--- src/rtl/lp_pkg.sv ---
package lp_pkg;

  // Power states, one-hot
  typedef enum logic [7:0] {
    ST_NORMAL = 8'h01,
    ST_HALT_IDLE = 8'h02,
    ST_STOP_GRANT = 8'h04,
    ST_SNOOP = 8'h08,
    ST_SLEEP = 8'h10,
    ST_DEEP_SLEEP = 8'h20,
    ST_PLL_SETTLE = 8'h40,
    ST_FLUSH = 8'h80
  } state_type;

  // Event bit positions
  localparam int EVT_MASKABLE_IRQ = 0;
  localparam int EVT_NMI = 1;
  localparam int EVT_REINIT = 2;
  localparam int EVT_SMI = 3;
  localparam int EVT_W = 4;

  // Clock-stop enable bit, its register index and reset value
  localparam logic [11:0] CLK_STOP_MSR_INDEX = 12'h02A;
  localparam int CLK_STOP_MSR_BIT = 26;
  localparam logic CLK_STOP_EN_RESET = 1'b1;

  // Timing
  localparam int CLK_PERIOD_PS = 4000;
  localparam longint PLL_SETTLE_PS = 64'd1_000_000_000;
  localparam int PLL_SETTLE_CYCLES = int'(PLL_SETTLE_PS / CLK_PERIOD_PS);
  localparam int RESET_HOLD_CYCLES = 16;
  localparam int SLEEP_MIN_CYCLES = 1;
  localparam int CNT_W = 18;

endpackage

--- src/rtl/lp_link_if.sv ---
`timescale 1ns/1ps
`default_nettype none
interface lp_link_if;
  logic clock_stop_request_n;
  logic sleep_request_n;
  logic system_mgmt_irq_n;
  logic reinit_request_n;
  logic [1:0] local_irq_pins;
  logic flush_request_n;
  logic bus_error_reset_n;
  logic snoop_active;
  logic snoop_done;
  logic bus_clock_stopped;
  logic cpu_reset_n;
  logic [7:0] power_state;

  modport device (
    input clock_stop_request_n, sleep_request_n, system_mgmt_irq_n,
    input reinit_request_n, local_irq_pins, flush_request_n,
    input bus_error_reset_n, snoop_active, snoop_done,
    input bus_clock_stopped, cpu_reset_n,
    output power_state
  );

  modport host (
    output clock_stop_request_n, sleep_request_n, system_mgmt_irq_n,
    output reinit_request_n, local_irq_pins, flush_request_n,
    output bus_error_reset_n, snoop_active, snoop_done,
    output bus_clock_stopped, cpu_reset_n,
    input power_state
  );
endinterface
`default_nettype wire

--- src/rtl/sync2.sv ---
`timescale 1ns/1ps
`default_nettype none
module sync2 #(
  parameter int W = 1
) (
  // Clock and reset
  input wire logic clk,
  input wire logic reset_n,
  // Data
  input wire logic [W-1:0] d,
  input wire logic [W-1:0] init,
  output logic [W-1:0] q
);
  typedef struct packed {
    logic [W-1:0] s1;
    logic [W-1:0] s2;
  } sync_type;

  sync_type r;
  sync_type next_r;

  always_comb
  begin
    next_r.s1 = d;
    next_r.s2 = r.s1;
  end

  // Reset clears both stages, so q reads the idle level per bit
  always_ff @(posedge clk or negedge reset_n)
  begin
    if (!reset_n)
    begin
      r <= '0;
    end
    else
    begin
      r <= next_r;
    end
  end

  assign q = r.s2 ^ init;
endmodule
`default_nettype wire

--- src/rtl/lp_device.sv ---
// What this block does
// RULE1: HALT moves Normal to halt idle
// RULE2: SMI, reinit or local irq wake halt idle
// RULE3: Reset in halt idle initializes at once
// RULE4: SMI return picks Normal or halt idle
// RULE5: Flush in halt idle serviced, back idle
// RULE6: Clock stop from halt idle returns there
// RULE7: Clock stop request enters stop grant
// RULE8: Partner keeps bus quiet in stop grant
// RULE9: No bus init or flush in grant
// RULE10: Reset in grant initializes, stays grant
// RULE11: Clock stop release returns to Normal
// RULE12: Snoop state until serviced, then back
// RULE13: Sleep request in grant enters Sleep
// RULE14: Grant latches events once, served later
// RULE15: Sleep request ignored outside stop grant
// RULE16: Sleep keeps PLL, stops internal clocks
// RULE17: No snoops or latching while asleep
// RULE18: Held reset in Sleep resets directly
// RULE19: Partner drops sleep and stop after reset
// RULE20: Sleep request held one clock minimum
// RULE21: Stopped bus clock in Sleep: Deep Sleep
// RULE22: Clocks stop only when enable bit set; the PLL still stops in Deep Sleep with the bit clear
// RULE23: Clock restart needs 1 ms settle
// RULE24: Sleep release returns to stop grant
`timescale 1ns/1ps
`default_nettype none
module lp_device #(
  parameter int PLL_SETTLE_CYCLES = lp_pkg::PLL_SETTLE_CYCLES,
  parameter int RESET_HOLD_CYCLES = lp_pkg::RESET_HOLD_CYCLES
) (
  // Clock and reset
  input wire logic clk,
  input wire logic reset_n,
  // Link
  lp_link_if.device link,
  // Core side
  input wire logic halt_exec,
  input wire logic smi_done,
  input wire logic smi_to_halt,
  input wire logic flush_done,
  input wire logic clock_stop_enable,
  output lp_pkg::state_type state,
  output logic internal_clocks_on,
  output logic pll_on,
  output logic [lp_pkg::EVT_W-1:0] service,
  output logic init_pulse,
  output logic bus_init_pulse
);
  import lp_pkg::*;

  typedef struct packed {
    state_type st;
    logic from_halt;
    logic snoop_to_halt;
    logic [EVT_W-1:0] pending;
    logic [EVT_W-1:0] prev_evt;
    logic [EVT_W-1:0] service;
    logic init;
    logic bus_init;
    logic prev_rst;
    logic prev_berr;
    logic [CNT_W-1:0] cnt;
  } dev_state_type;

  localparam logic [CNT_W-1:0] SETTLE_LAST = CNT_W'(PLL_SETTLE_CYCLES - 1);
  localparam logic [CNT_W-1:0] HOLD_LAST = CNT_W'(RESET_HOLD_CYCLES - 1);
  // Idle levels of active-low pins, so reset reads them inactive
  localparam logic [12:0] PIN_IDLE = 13'h1_E62;

  dev_state_type r;
  dev_state_type next_r;
  logic [12:0] pins;
  logic [EVT_W-1:0] evt;
  logic [EVT_W-1:0] rise;
  logic stop_req;
  logic sleep_req;
  logic flush_req;
  logic berr;
  logic snoop;
  logic snoop_ok;
  logic bclk_stop;
  logic cpu_rst;

  sync2 #(.W(13)) pin_sync (
    .clk(clk),
    .reset_n(reset_n),
    .d({link.clock_stop_request_n, link.sleep_request_n,
        link.system_mgmt_irq_n, link.reinit_request_n,
        link.local_irq_pins, link.flush_request_n,
        link.bus_error_reset_n, link.snoop_active, link.snoop_done,
        link.bus_clock_stopped, link.cpu_reset_n, 1'b0} ^ PIN_IDLE),
    .init(PIN_IDLE),
    .q(pins)
  );

  assign stop_req = !pins[12];
  assign sleep_req = !pins[11];
  assign evt = {!pins[10], !pins[9], pins[8], pins[7]};
  assign flush_req = !pins[6];
  assign berr = !pins[5];
  assign snoop = pins[4];
  assign snoop_ok = pins[3];
  assign bclk_stop = pins[2];
  assign cpu_rst = !pins[1];
  assign rise = evt & ~r.prev_evt;

  always_comb
  begin
    next_r = r;
    next_r.prev_evt = evt;
    next_r.prev_rst = cpu_rst;
    next_r.prev_berr = berr;
    next_r.service = '0;
    next_r.init = 1'b0;
    next_r.bus_init = 1'b0;
    case (r.st)
      ST_NORMAL:
      begin
        next_r.service = rise;
        next_r.bus_init = berr && !r.prev_berr;
        next_r.from_halt = 1'b0;
        if (cpu_rst)
        begin
          next_r.init = !r.prev_rst;
        end
        // RULE7: grant on request
        else if (stop_req)
        begin
          next_r.st = ST_STOP_GRANT;
        end
        // RULE4: handler return target
        else if (smi_done && smi_to_halt)
        begin
          next_r.st = ST_HALT_IDLE;
        end
        // RULE1: halt instruction
        else if (halt_exec)
        begin
          next_r.st = ST_HALT_IDLE;
        end
      end
      ST_HALT_IDLE:
      begin
        next_r.bus_init = berr && !r.prev_berr;
        // RULE3: immediate initialize
        if (cpu_rst)
        begin
          next_r.init = !r.prev_rst;
          next_r.st = ST_NORMAL;
        end
        // RULE2: wake on events
        else if ((rise | r.pending) != '0)
        begin
          next_r.service = rise | r.pending;
          next_r.pending = '0;
          next_r.st = ST_NORMAL;
        end
        // RULE6: remember halt origin
        else if (stop_req)
        begin
          next_r.from_halt = 1'b1;
          next_r.st = ST_STOP_GRANT;
        end
        // RULE12: snoop from halt idle
        else if (snoop)
        begin
          next_r.snoop_to_halt = 1'b1;
          next_r.st = ST_SNOOP;
        end
        // RULE5: flush service
        else if (flush_req)
        begin
          next_r.st = ST_FLUSH;
        end
      end
      ST_FLUSH:
      begin
        // RULE5: back to halt idle
        if (flush_done)
        begin
          next_r.st = ST_HALT_IDLE;
        end
      end
      ST_STOP_GRANT:
      begin
        // RULE14: latch once each
        next_r.pending = r.pending | rise;
        // RULE10: initialize, stay granted
        if (cpu_rst)
        begin
          next_r.init = !r.prev_rst;
          next_r.pending = '0;
        end
        // RULE11: release to origin
        else if (!stop_req)
        begin
          next_r.st = r.from_halt ? ST_HALT_IDLE : ST_NORMAL;
          // RULE14: serve latched on return
          next_r.service = r.from_halt ? '0 : (r.pending | rise);
          next_r.pending = r.from_halt ? (r.pending | rise) : '0;
        end
        // RULE13: sleep request
        else if (sleep_req)
        begin
          next_r.st = ST_SLEEP;
          next_r.cnt = '0;
        end
        // RULE12: snoop from grant
        else if (snoop)
        begin
          next_r.snoop_to_halt = 1'b0;
          next_r.st = ST_SNOOP;
        end
      end
      ST_SNOOP:
      begin
        if (r.snoop_to_halt == 1'b0)
        begin
          next_r.pending = r.pending | rise;
        end
        // RULE12: return when serviced
        if (snoop_ok)
        begin
          next_r.st = r.snoop_to_halt ? ST_HALT_IDLE : ST_STOP_GRANT;
        end
      end
      ST_SLEEP:
      begin
        next_r.cnt = cpu_rst ? r.cnt + 1'b1 : '0;
        // RULE18: held reset bypasses grant
        if (cpu_rst && r.cnt == HOLD_LAST)
        begin
          next_r.init = 1'b1;
          next_r.pending = '0;
          next_r.from_halt = 1'b0;
          next_r.st = ST_NORMAL;
          next_r.cnt = '0;
        end
        // RULE24: release to grant
        else if (!sleep_req && !cpu_rst)
        begin
          next_r.st = ST_STOP_GRANT;
        end
        // RULE21: bus clock stopped
        else if (bclk_stop)
        begin
          next_r.st = ST_DEEP_SLEEP;
        end
      end
      ST_DEEP_SLEEP:
      begin
        next_r.cnt = '0;
        if (!bclk_stop)
        begin
          next_r.st = ST_PLL_SETTLE;
        end
      end
      ST_PLL_SETTLE:
      begin
        next_r.cnt = r.cnt + 1'b1;
        // RULE23: settle before Sleep
        if (bclk_stop)
        begin
          next_r.st = ST_DEEP_SLEEP;
        end
        else if (r.cnt == SETTLE_LAST)
        begin
          next_r.st = ST_SLEEP;
          next_r.cnt = '0;
        end
      end
      default:
      begin
        next_r.st = ST_NORMAL;
      end
    endcase
    // RULE17: nothing latched while asleep
    if (r.st inside {ST_SLEEP, ST_DEEP_SLEEP, ST_PLL_SETTLE} &&
      next_r.st != ST_NORMAL)
    begin
      next_r.pending = r.pending;
    end
    // RULE15: RULE9: sleep, flush and bus init ignored by branch structure
  end

  always_ff @(posedge clk or negedge reset_n)
  begin
    if (!reset_n)
    begin
      r <= '{st: ST_NORMAL, default: '0};
    end
    else
    begin
      r <= next_r;
    end
  end

  assign state = r.st;
  assign link.power_state = r.st;
  assign service = r.service;
  assign init_pulse = r.init;
  assign bus_init_pulse = r.bus_init;
  // RULE16: RULE22: internal clocks gated by enable bit; PLL off in Deep Sleep whatever the bit
  assign internal_clocks_on = !(clock_stop_enable && (r.st inside
    {ST_STOP_GRANT, ST_SLEEP, ST_DEEP_SLEEP, ST_PLL_SETTLE}));
  assign pll_on = !(r.st == ST_DEEP_SLEEP);
endmodule
`default_nettype wire

--- src/flat_wrapper.sv ---
// flat-port wrapper written by rule: the top's interface ports become plain ports
module lp_device_flat import lp_pkg::*;
#(
  parameter int PLL_SETTLE_CYCLES = lp_pkg::PLL_SETTLE_CYCLES,
  parameter int RESET_HOLD_CYCLES = lp_pkg::RESET_HOLD_CYCLES
)
  (clk, reset_n, halt_exec, smi_done, smi_to_halt, flush_done, clock_stop_enable, state, internal_clocks_on, pll_on, service, init_pulse, bus_init_pulse, link_clock_stop_request_n, link_sleep_request_n, link_system_mgmt_irq_n, link_reinit_request_n, link_local_irq_pins, link_flush_request_n, link_bus_error_reset_n, link_snoop_active, link_snoop_done, link_bus_clock_stopped, link_cpu_reset_n, link_power_state);
  lp_link_if link_i ();
  input wire logic clk;
  input wire logic reset_n;
  input wire logic halt_exec;
  input wire logic smi_done;
  input wire logic smi_to_halt;
  input wire logic flush_done;
  input wire logic clock_stop_enable;
  output lp_pkg::state_type state;
  output logic internal_clocks_on;
  output logic pll_on;
  output logic [lp_pkg::EVT_W-1:0] service;
  output logic init_pulse;
  output logic bus_init_pulse;
  input wire logic [$bits(link_i.clock_stop_request_n)-1:0] link_clock_stop_request_n;
  input wire logic [$bits(link_i.sleep_request_n)-1:0] link_sleep_request_n;
  input wire logic [$bits(link_i.system_mgmt_irq_n)-1:0] link_system_mgmt_irq_n;
  input wire logic [$bits(link_i.reinit_request_n)-1:0] link_reinit_request_n;
  input wire logic [$bits(link_i.local_irq_pins)-1:0] link_local_irq_pins;
  input wire logic [$bits(link_i.flush_request_n)-1:0] link_flush_request_n;
  input wire logic [$bits(link_i.bus_error_reset_n)-1:0] link_bus_error_reset_n;
  input wire logic [$bits(link_i.snoop_active)-1:0] link_snoop_active;
  input wire logic [$bits(link_i.snoop_done)-1:0] link_snoop_done;
  input wire logic [$bits(link_i.bus_clock_stopped)-1:0] link_bus_clock_stopped;
  input wire logic [$bits(link_i.cpu_reset_n)-1:0] link_cpu_reset_n;
  output wire logic [$bits(link_i.power_state)-1:0] link_power_state;
  assign link_i.clock_stop_request_n = link_clock_stop_request_n;
  assign link_i.sleep_request_n = link_sleep_request_n;
  assign link_i.system_mgmt_irq_n = link_system_mgmt_irq_n;
  assign link_i.reinit_request_n = link_reinit_request_n;
  assign link_i.local_irq_pins = link_local_irq_pins;
  assign link_i.flush_request_n = link_flush_request_n;
  assign link_i.bus_error_reset_n = link_bus_error_reset_n;
  assign link_i.snoop_active = link_snoop_active;
  assign link_i.snoop_done = link_snoop_done;
  assign link_i.bus_clock_stopped = link_bus_clock_stopped;
  assign link_i.cpu_reset_n = link_cpu_reset_n;
  assign link_power_state = link_i.power_state;
  lp_device #(.PLL_SETTLE_CYCLES(PLL_SETTLE_CYCLES), .RESET_HOLD_CYCLES(RESET_HOLD_CYCLES)) u_core (.clk(clk), .reset_n(reset_n), .link(link_i), .halt_exec(halt_exec), .smi_done(smi_done), .smi_to_halt(smi_to_halt), .flush_done(flush_done), .clock_stop_enable(clock_stop_enable), .state(state), .internal_clocks_on(internal_clocks_on), .pll_on(pll_on), .service(service), .init_pulse(init_pulse), .bus_init_pulse(bus_init_pulse));
endmodule
--- config.mk ---
export PLATFORM = sky130hd
export DESIGN_NAME = lp_device_flat
export DESIGN_NICKNAME = d
export VERILOG_FILES = /design/src/rtl/lp_pkg.sv /design/src/rtl/lp_link_if.sv /design/src/rtl/sync2.sv /design/src/rtl/lp_device.sv /design/src/flat_wrapper.sv
export SDC_FILE = /design/constraint.sdc
export NUM_CORES = 1
export LEC_CHECK = 0
export BUFFER_PORTS_ARGS = -buffer_cell sky130_fd_sc_hd__buf_2
export CELL_PAD_IN_SITES_DETAIL_PLACEMENT = 1
export CELL_PAD_IN_SITES_GLOBAL_PLACEMENT = 1
export CORE_MARGIN = 3
export CORE_UTILIZATION = 48
export DETAILED_ROUTE_END_ITERATION = 6
export HOLD_SLACK_MARGIN = 0.12
export PLACE_DENSITY_LB_ADDON = 0.1
export SLEW_MARGIN = 20
export SYNTH_ARGS = -nofsm -noshare
export SYNTH_HDL_FRONTEND = slang
export SYNTH_SLANG_ARGS = --single-unit
--- constraint.sdc ---
create_clock -name clk -period 6 [get_ports clk]
set_input_delay 0 -clock clk [delete_from_list [all_inputs] [get_ports clk]]
set_output_delay 0 -clock clk [all_outputs]
set_load 0.01 [all_outputs]
Word level (Yosys, flattened, before mapping). Cells that the tools add are included.

Logic and storage cells: 131. Input port bits: 19. Register bits after elaboration: 68. Output and inout port bits: 24.

Equality and inequality tests: 24. Add/subtract/negate cells: 1. Muxes and demuxes: 61. Bitwise logic cells: 6. Reductions and logical operators: 26.

Operator list (number): $mux W8 (21); $mux W18 (7); $pmux W18 S4 (1); $pmux W8 S8 (1); $mux W4 (11); $add A18 B1 Y18 const B (1); $eq A18 B18 Y1 const B (1); $eq A18 B4 Y1 const B (1); $pmux W4 S4 (1); $ne A2 B2 Y1 const B (7); $not A7 Y7 (2); $ne A2 B1 Y1 const B (6); $pmux W4 S3 (1); $reduce_bool A4 Y1 (3); $mux W1 (11); $reduce_and A9 Y1 (1); $eq A8 B1 Y1 const B (1); $eq A8 B2 Y1 const B (1); $eq A8 B3 Y1 const B (1); $eq A8 B4 Y1 const B (1); $eq A8 B5 Y1 const B (1); $eq A8 B6 Y1 const B (1); $eq A8 B7 Y1 const B (1); $eq A8 B8 Y1 const B (1); 19 further kinds (34).

Logic depth before layout (Yosys ltp). Gate-level depths: netlist of run 1.

Depth after elaboration: 12. Mapped depth: 9. Gate-level depth less buffers: 7.

By module. A second synthesis of run 1 with hierarchy kept.

Cell total of the unflattened synthesis: 380. Area, all modules: 3595.9 µm².

Modules (own cells, without submodules): lp_device (cells an instance 341, seq. area each 1102.3 µm², instances 1, area each 2831.5 µm²); sync2 (cells an instance 39, seq. area each 650.6 µm², instances 1, area each 764.5 µm²).

Least setup slack after synthesis of run 1. OpenSTA, ideal clock, no wires.

Kind: register to register. Start: register u_core.r (netlist bit u_core.link.power_state[5]). End: register u_core.r[14] (netlist bit). Cell stages (with the launch flop): 9. Setup time: 0.125 ns. Path slack: 3.808 ns. Arrival: 2.067 ns. Path through: dfrtp_1 -> buf_6 -> or3_4 -> or3_1 -> buf_6 -> a21oi_2 -> nor2_1 -> a21o_1 -> mux2_4.

Longest elaborated chain between the ends: 3.

Ends and longest elaborated chain: from (decl) (RTL line lp_device.sv:71) `dev_state_type r;`; from (signal assigned) (RTL line lp_device.sv:295) `r <= next_r;`; $eq A8 B3 Y1 (tied with other cells) (RTL line lp_device.sv:117) `case (r.st)`; $ne A2 B2 Y1 (no line) (tied with other cells); $reduce_and A4 Y1 (no line).

Several ways; a longest one is shown, not always the timed one. A chain may end at the register's enable or synchronous reset.

Worst setup path after layout of run 1.
Start: register u_core.pin_sync.r[1] (netlist bit). End: register u_core.r[14] (netlist bit).

Longest elaborated chain between the ends: 5.

Ends and longest elaborated chain: from (decl) (RTL line sync2.sv:19) `sync_type r;`; from (signal assigned) (RTL line sync2.sv:37) `r <= next_r;`; $not A7 Y7 (no line) *; $logic_not A1 Y1 (RTL line lp_device.sv:105) `assign cpu_rst = !pins[1];`; $logic_and A1 B1 Y1 (RTL line lp_device.sv:232) `if (cpu_rst && r.cnt == HOLD_LAST)`; $mux W18 (RTL line lp_device.sv:232); $pmux W18 S4 (RTL line lp_device.sv:117).

Every way passes the cells marked *; elsewhere a longest branch is shown, timed or not.

==> results of run 1 <==
## state kept, by name, indices dropped and copies added (netlist names)
register                 count
u_core.bus_init_pulse        1
u_core.init_pulse            1
u_core.link.power_state      8
u_core.pin_sync.next_r      12
u_core.pin_sync.r           12
u_core.r                    30
u_core.service               4
## per-stage QoR
| step | total power [W] | cell area, µm² | hold WS, ns | setup WS (ns) | utilization (%) |
|---|---|---|---|---|---|
| after detailed placement | 0.000753 | 3460 | 0.110 | 3.36 | 52.7 |
| after global placement | 0.000747 | 3460 | 0.107 | 3.45 | 52.7 |
| after global routing | 0.00122 | 3830 | 0.255 | 3.14 | 58.4 |
| final | 0.00115 | 3830 | 0.235 | 3.35 | 58.4 |
| after CTS | 0.00116 | 3830 | 0.239 | 3.34 | 58.4 |
| after floorplan | 0.000705 | 3360 | -0.296 | 3.81 | - |
## worst paths after layout
| path | slack, ns | end | from | depth (start not counted) |
|---|---|---|---|---|
| setup / recovery | 3.35 | u_core.r[14] | u_core.pin_sync.r[1] | 6 |
| hold / removal | 0.24 | internal_clocks_on | clock_stop_enable | 3 |
| setup reg to reg | 3.35 | u_core.r[14] | u_core.pin_sync.r[1] | 6 |
| hold reg to reg | 0.35 | u_core.pin_sync.r[12] | u_core.pin_sync.next_r[12] | 0 |
| max in group asynchronous | 5.09 | u_core.r[6] | reset_n | 3 |
| min in group asynchronous | 0.35 | u_core.pin_sync.next_r[7] | reset_n | 3 |
## worst reg2reg max path: cells and delay by family (launching register included)
family,cells,cell delay [ns]
and+or+nand+nor,3,0.85
DFF,1,0.78
AOI/OAI and AO/OA,2,0.63
muxes,1,0.29
## synth_stat cells, drive strengths merged (2+ instances only)
cell | count | area share, %
a211oi | 2 | 0.45
a21o | 6 | 1.3
a21oi | 24 | 3.9
a221oi | 2 | 0.52
a22o | 5 | 1.3
a31oi | 6 | 1.1
and2 | 2 | 0.37
and3 | 9 | 1.7
buf | 30 | 6.7
clkbuf | 3 | 0.33
dfrtp | 67 | 50
inv | 18 | 2.0
mux2i | 3 | 0.89
nand2 | 20 | 2.2
nand2b | 6 | 1.1
nand3 | 13 | 1.9
nand4 | 5 | 0.93
nor2 | 32 | 3.6
nor2b | 7 | 1.3
nor3 | 11 | 1.9
nor3b | 3 | 0.67
nor4 | 9 | 2.3
o21ai | 23 | 3.4
o31a | 2 | 0.52
o31ai | 3 | 0.67
or2 | 3 | 0.56
or3 | 9 | 2.0
or4 | 2 | 0.56
xor2 | 2 | 0.52
## metal layers
layer | wire length (µm) | global-route usage, %
met1 | 3880 | 29.1
met4 | 121 | 8.05
met2 | 4000 | 34.7
met5 | 0 | 0
met3 | 434 | 5.68
## layout make-up
class                           instances  area, µm²  share of cell area, %
Sequential cell                        68       1700                   44.4
Clock inverter                          7       80.1                   2.09
Clock buffer                            9        124                   3.23
Tap cell                               93        116                   3.04
Inverter                               18       67.6                   1.76
Multi-Input combinational cell        224       1360                   35.3
Timing Repair Buffer                   60        388                   10.1
## logic make-up after synthesis
kind of cell | synth area share, %
muxes | 1.34
and+or+nand+nor | 21.9
xor gates and xnor gates | 0.521
buffers and inverters | 9.08
AOI/OAI and AO/OA | 16.1
DFF | 50.6
adders and majority gates | 0.372
## cell usage in the layout (no fill, tap or decap), types with 4 or more instances in the layout
master	count
dfrtp_1	67
buf_2	42
nor2_1	32
a21oi_1	21
nand2_1	20
inv_1	18
dlygate4sd3_1	17
o21ai_0	16
nand3_1	13
and3_1	9
nor3_1	9
clkbuf_8	9
nor4_1	7
nor2b_1	7
or3_1	7
o21ai_1	7
nand2b_1	6
a21o_1	6
a31oi_1	6
nand4_1	5
a22o_1	5
inv_6	4
## power groups by stage
stage	sequential [W]	clock [W]	combinational, W
CTS	0.000544	0.000411	0.000210
global placement	0.000550	0	0.000197
detailed placement	0.000553	0	0.000201
global route	0.000552	0.000431	0.000235
finish	0.000544	0.000400	0.000210
floorplan	0.000530	0	0.000176
==> flow_summary.ini, run 1 <==
[finish]
syn_to_final_growth_pct = 14.0
nFillCells = 743
antenna_cells = 0
fin_nets = 401
final_cells = 479
drive_above_1_share_pct = 19.9

[floorplanning]
die-width_um = 89.7
rows = 29
die_h_um = 89.7
io_pins = 43
die-area_um2 = 8050
start_util_pct = 51.2
core_area_um2 = 6570

[pwr]
pwr-share-seq_pct = 47.2
p_switching_w = 0.000369
internal_power_w = 0.000785
p_per_area_nw_per_um2 = 301
ir_worst_vdd_v = 0.000191
cellLeakagePower_nw = 1.76
p_clk_share_pct = 34.6
sw_frac_of_total_pct = 32.0
p_comb_share_pct = 18.2

[placement]
gp_congestion = 0.875
port_buffers = 42
dpl.hpwl_um = 5720
dpl.cell_count = 446

[global_routing]
grt_pass1_vias = 2870
grtUsageTotal_pct = 21.9
antenna_found_initial = 0
grt_max_degree = 69
grt_first_pass_wirelength_um = 14000
grt_overflow_total = 0

[worst_setup_path]
critPathArrivalTime_ns = 2.90
worstPathRequired_ns = 6.25
worstPathMaxFanout = 19
crit_chain = or4b_1 > nor4_2 > a21oi_2 > a21boi_4 > nor2_1 > mux2_4
critical_path_class = reg -> reg
worstSetupStartpointType = register
critPathBufInv = 0
max_stage_delay_ns = 0.78
cpMaxStageDelayCell = dfrtp_1
crit_family = simple AND/OR/NAND/NOR gates
crit_path_end_kind = register

[yosys]
syn_area_um2 = 3360
syn_inst = 343
synth_cell_types = 56
synth-edff-count = 0
seq_area_frac_synth_pct = 50.6
ys.flop_type = dfrtp_1
syn_avg_cell_area_um2 = 9.81
ys_warn_count = 0
ys_ff_latch = 68
ys_async_sr_fraction_pct = 100
syn_nets = 363

[cts]
cts_buffers = 9
cts_tree = built
cts_hold_buffers = 17
cts-root-buf = clkbuf_8
cts_setup_buffers = 0
clkSlewWorstSetupHoldPaths_ns = 0.08
clock_latency_ns = 0.36
cts_max_path_buffers = 2
cts.sinks = 68
htreeDepth = 3
cts_resized = 0

[detailed_routing]
vias_per_cell = 5.73
drcViolationCount = 0
wl_per_cell_um = 17.6
antenna_left = 0
drt_pre_antenna_iters = 4
drt_iter0_drc = 226
route.vias.total = 2747
routed_wl_um = 8430

[timing]
fmax_mhz = 377
period_share_pct = 44.2
drv_slew = 0
max_slew_margin_pct = 43.4
finalSetupTns_ns = 0
rsz0062_at_grt = no
finalHoldViolations = 0
tightest_slew_ns = 0.846
setup_viol = 0
fin_skew_ns = 0.0141
period_minus_slack_ns = 2.65

[status]
status = completed

[job]
maxCapViolCount = 0

[worst_hold_path]
holdCritPathClass = in -> out
No activity file was read; power rests on OpenSTA's default activity.
==> run 2, diff against run 1 <==
--- a/config.mk
+++ b/config.mk
@@ -9,7 +9,7 @@
 export CELL_PAD_IN_SITES_DETAIL_PLACEMENT = 1
 export CELL_PAD_IN_SITES_GLOBAL_PLACEMENT = 1
 export CORE_MARGIN = 3
-export CORE_UTILIZATION = 48
+export CORE_UTILIZATION = 45
 export DETAILED_ROUTE_END_ITERATION = 6
 export HOLD_SLACK_MARGIN = 0.12
 export PLACE_DENSITY_LB_ADDON = 0.1
==> constraint.sdc (replaced) <==
create_clock -name clk -period 2.5 [get_ports clk]
set_input_delay 0 -clock clk [delete_from_list [all_inputs] [get_ports clk]]
set_output_delay 0 -clock clk [all_outputs]
set_load 0.01 [all_outputs]
==> flow_summary.ini, run 2 (synthesis gave the netlist of run 1 again) <==
[floorplanning]
start_util_pct = 47.9
die_h_um = 92.5
die-width_um = 92.5
die-area_um2 = 8550
core_area_um2 = 7020
io_pins = 43
rows = 30

[placement]
port_buffers = 42
dp_slack_ns = 0.0899
dpl.hpwl_um = 6150
gp_congestion = 0.860
dpl_cell_area_um2 = 3590

[timing]
drv_slew = 0
rsz0062_at_grt = no
max_slew_margin_pct = 37.1
fmax_mhz = 425
setup_ws_ns = 0.146
finalSetupTns_ns = 0
tightest_slew_ns = 0.940
fin_skew_ns = 0.00939
period_share_pct = 94.2
period_minus_slack_ns = 2.35
finalHoldViolations = 0
setup_viol = 0

[global_routing]
grt_first_pass_wirelength_um = 14700
antenna_found_initial = 0
grt_overflow_total = 0
grtUsageTotal_pct = 22.0
grt_pass1_vias = 2885
grt_max_degree = 38

[worst_setup_path]
worstPathRequired_ns = 2.75
critical_path_class = reg -> reg
reg2reg_to = u_core.r[16]
critPathBufInv = 0
worstPathMaxFanout = 10
crit_family = simple AND/OR/NAND/NOR gates
critPathArrivalTime_ns = 2.60
cp.depth = 6
max_stage_delay_ns = 0.46
crit_chain = or3_4 > or3_1 > a21oi_2 > or2_1 > o21ai_1 > a22o_1
cpMaxStageDelayCell = dfrtp_1
reg2reg_slack_ns = 0.15
crit_path_end_kind = register
worstSetupStartpointType = register
r2r-start = u_core.link.power_state[6]
ff2ff_path_depth = 6

[finish]
syn_to_final_growth_pct = 18.7
regMostFlops = u_core.r
drive_above_1_share_pct = 24.0
largest_reg_flops = 30
final_common_cell = dfrtp_1
final_util_pct = 56.9
fin_nets = 419
antenna_cells = 0
layout_common_cells = 67 x dfrtp_1, 42 x buf_2, 32 x nor2_1
finish.instance_area_um2 = 3990

[job]
maxCapViolCount = 0

[pwr]
sw_frac_of_total_pct = 31.5
p_comb_share_pct = 19.8
internal_power_w = 0.00192
p_clk_share_pct = 33.9
p_switching_w = 0.000880
ir_worst_vdd_v = 0.000594
fin_total_pwr_w = 0.00280
p_per_area_nw_per_um2 = 701
cellLeakagePower_nw = 1.86
pwr-share-seq_pct = 46.3

[worst_hold_path]
min_from = smi_to_halt
holdPathStages = 5
holdCritPathClass = in -> reg
hold_end = u_core.link.power_state[1]

[detailed_routing]
drt_iter0_drc = 135
routed_wl_um = 8540
antenna_left = 0
drcViolationCount = 0
drt_pre_antenna_iters = 4
wl_per_cell_um = 17.1
route.vias.total = 2792
vias_per_cell = 5.58

[cts]
cts.sinks = 68
cts_max_path_buffers = 2
cts-root-buf = clkbuf_8
htreeDepth = 3
cts_tree = built
cts_buffers = 9
clock_latency_ns = 0.35
clkSlewWorstSetupHoldPaths_ns = 0.08

[status]
status = completed
run 2: timing repair:
item / in CTS / in global routing
endpoints found under the hold margin: 45 / 0
endpoints found under the setup margin: 0 / 7
resized for setup: 0 / 1
hold buffers: 16 / 0
setup buffers: 0 / 4
run 2: layout make-up:
cell class	count	area (µm²)
Clock buffer	9	124
Clock inverter	7	83.8
Fill cell	808	3030
Inverter	18	67.6
Multi-Input combinational cell	224	1360
Sequential cell	68	1700
Tap cell	96	120
Timing Repair Buffer	78	533
run 2: metrics by stage:
stage	hold slack, ns	cells
after floorplan	-0.296	343
after global placement	0.108	464
after detailed placement	0.110	464
after CTS	0.163	496
after global routing	0.257	500
final	0.169	500
run 2: worst register-to-register path: stages, from the launching register on:
cell and delay [ns]:
dfrtp_1 0.46, or3_4 0.45, or3_1 0.42, a21oi_2 0.16
or2_1 0.39, o21ai_1 0.14, a22o_1 0.25
run 2: how the worst max path moves through the flow:
stage                               start           end
3_3_place_gp                 u_core.r[15]   u_core.r[6]
4_1_cts                      u_core.r[14]   u_core.r[8]
2_1_floorplan  u_core.link.power_state[5]  u_core.r[14]
6_report       u_core.link.power_state[6]  u_core.r[16]
3_5_place_dp                  u_core.r[7]   u_core.r[8]
5_1_grt        u_core.link.power_state[4]  u_core.r[10]
run 2: layer usage:
metal  GRT usage, %  share of wire [%]  vias up
met1           31.2                 47     1390
met4           7.43                1.3        0
met2           33.2                 46       80
li1               -                  -     1308
met3           4.87                5.1       14
met5              0                  0        -
run 2: power groups by stage:
| stage | logic, W | clock network (W) | registers [W] |
|---|---|---|---|
| after floorplan | 0.000421 | 0 | 0.00127 |
| after global placement | 0.000522 | 0 | 0.00131 |
| after detailed placement | 0.000532 | 0 | 0.00132 |
| after CTS | 0.000554 | 0.000974 | 0.00130 |
| after global routing | 0.000613 | 0.00103 | 0.00131 |
| final | 0.000555 | 0.000947 | 0.00130 |
==> run 3, diff against run 2 <==
--- a/config.mk
+++ b/config.mk
@@ -5,11 +5,12 @@
 export SDC_FILE = /design/constraint.sdc
 export NUM_CORES = 1
 export LEC_CHECK = 0
+export ABC_AREA = 1
 export BUFFER_PORTS_ARGS = -buffer_cell sky130_fd_sc_hd__buf_2
 export CELL_PAD_IN_SITES_DETAIL_PLACEMENT = 1
 export CELL_PAD_IN_SITES_GLOBAL_PLACEMENT = 1
 export CORE_MARGIN = 3
-export CORE_UTILIZATION = 45
+export CORE_UTILIZATION = 44
 export DETAILED_ROUTE_END_ITERATION = 6
 export HOLD_SLACK_MARGIN = 0.12
 export PLACE_DENSITY_LB_ADDON = 0.1
==> flow_summary.ini, run 3 <==
[status]
status = completed

[finish]
nFillCells = 994
finish.instance_area_um2 = 4280
final_common_cell = nand2_1
final_cells = 614
layout_common_cells = 101 x nand2_1, 67 x dfrtp_1, 58 x nor2_1
syn_to_final_growth_pct = 14.5
fin_nets = 527
largest_reg_flops = 30
antenna_cells = 0
regMostFlops = u_core.r
drive_above_1_share_pct = 18.8

[worst_setup_path]
r2r-start = u_core.link.power_state[4]
crit_path_end_kind = primary output
worstPathMaxFanout = 12
critPathArrivalTime_ns = 1.96
critical_path_class = reg -> out
worstSetupStartpointType = register
reg2reg_slack_ns = 0.58
ff2ff_path_depth = 8
reg2reg_to = u_core.r[0]
worstPathRequired_ns = 2.50

[detailed_routing]
wl_per_cell_um = 16.1
drt_iter0_drc = 118
drt_pre_antenna_iters = 4
drcViolationCount = 0
route.vias.total = 3234
vias_per_cell = 5.27
routed_wl_um = 9870
antenna_left = 0

[global_routing]
grt_pass1_vias = 3360
grtUsageTotal_pct = 21.7
antenna_found_initial = 0
grt_overflow_total = 0
grt_first_pass_wirelength_um = 16600
grt_max_degree = 44

[pwr]
internal_power_w = 0.00190
cellLeakagePower_nw = 2.06
p_switching_w = 0.00106
p_per_area_nw_per_um2 = 693
sw_frac_of_total_pct = 35.9
pwr-share-seq_pct = 43.2
ir_worst_vdd_v = 0.000362
p_clk_share_pct = 32.8
p_comb_share_pct = 24.0

[yosys]
syn_avg_cell_area_um2 = 8.10
ys_warn_count = 0
ys_ff_latch = 68
yosysMostFrequentCell = nand2_1
ys.flop_type = dfrtp_1
synth_area_leaders = dfrtp_1 45%, nand2_1 10%, nor2_1 5.8%
syn_nets = 481
synth_top_area_cell = dfrtp_1
synth_cell_types = 38
yosys-top-cells-count = 101 x nand2_1, 67 x dfrtp_1, 58 x nor2_1
synth-edff-count = 0
synth_top_area_share_pct = 44.9
ys_async_sr_fraction_pct = 100
syn_area_um2 = 3730
syn_inst = 461
seq_area_frac_synth_pct = 45.6

[cts]
cts-root-buf = clkbuf_8
cts.sinks = 68
clock_latency_ns = 0.36
cts_tree = built
cts_max_path_buffers = 2
cts_hold_buffers = 17
cts_setup_buffers = 0
clkSlewWorstSetupHoldPaths_ns = 0.09
cts_resized = 0
htreeDepth = 3
cts_buffers = 9

[timing]
drv_slew = 0
max_slew_margin_pct = 55.5
finalSetupTns_ns = 0
period_minus_slack_ns = 1.96
setup_ws_ns = 0.544
setup_viol = 0
fmax_mhz = 511
period_share_pct = 78.3
tightest_slew_ns = 0.668
fin_skew_ns = 0.0131
finalHoldViolations = 0
rsz0062_at_grt = no

[floorplanning]
rows = 32
start_util_pct = 46.9
io_pins = 43
die_h_um = 98.1
die-area_um2 = 9630
core_area_um2 = 7970
die-width_um = 98.1

[placement]
port_buffers = 42
dpl_cell_area_um2 = 3900
dpl.cell_count = 581
dp_slack_ns = 0.589
dpl.hpwl_um = 7320
gp_congestion = 0.878

[job]
maxCapViolCount = 0

[worst_hold_path]
holdCritPathClass = in -> async
-- run 3: cell type report --
cell class	count	area [µm²]	area share, %
clock inverters	7	81.3	1.90
repair buffers	62	415	9.71
clock buffers	9	124	2.90
flip-flops and latches	68	1700	39.8
multi-input cells	312	1620	37.9
well taps	102	128	2.98
inverters	54	203	4.74
-- run 3: worst max path at each step --
stage	slack (ns)	from	endpoint
after CTS	0.53	u_core.link.power_state[1]	internal_clocks_on
after detailed placement	0.59	u_core.link.power_state[1]	u_core.r[13]
final	0.54	u_core.link.power_state[4]	internal_clocks_on
after global routing	0.35	u_core.link.power_state[1]	u_core.r[13]
after floorplan	1.02	u_core.r[1]	u_core.r[0]
after global placement	0.65	u_core.link.power_state[1]	u_core.r[30]
-- run 3: per-layer routing --
metal / GRT usage (%) / wire length, µm
met1: 29.0 / 4560
met3: 4.71 / 489
met5: 0 / 0
met2: 35.1 / 4670
met4: 7.14 / 152
-- run 3: logic make-up after synthesis --
| kind of cell | after synthesis | share of synthesized area [%] |
|---|---|---|
| AO/OA/AOI/OAI | 53 | 8.65 |
| XOR/XNOR | 10 | 2.35 |
| adder cells (fa/ha/maj) | 1 | 0.335 |
| buffers and inverters | 81 | 10.9 |
| flip-flops | 68 | 45.6 |
| AND/OR/NAND/NOR | 248 | 32.1 |
-- run 3: metrics by stage --
step / hold slack [ns] / utilization (%) / total power (W)
2_1_floorplan: -0.296 / - / 0.00183
3_3_place_gp: 0.0667 / 49.0 / 0.00197
3_5_place_dp: 0.0777 / 49.0 / 0.00199
4_1_cts: 0.219 / 53.7 / 0.00300
5_1_grt: 0.259 / 53.7 / 0.00316
6_report: 0.199 / 53.7 / 0.00296
-- run 3: power groups by stage --
stage	clock, W	combinational [W]	sequential [W]
floorplan	0	0.000546	0.00129
global placement	0	0.000675	0.00130
detailed placement	0	0.000692	0.00130
CTS	0.00100	0.000716	0.00128
global route	0.00106	0.000803	0.00130
finish	0.000972	0.000712	0.00128
-- run 3: critical path, cell delays in order, from the launching register on --
cell and delay (ns):
dfrtp_1 0.49, nor2_4 0.20, nand2_4 0.08, nor2_2 0.39
nor2_1 0.10, nand2_2 0.12, nand2_1 0.07, buf_2 0.14
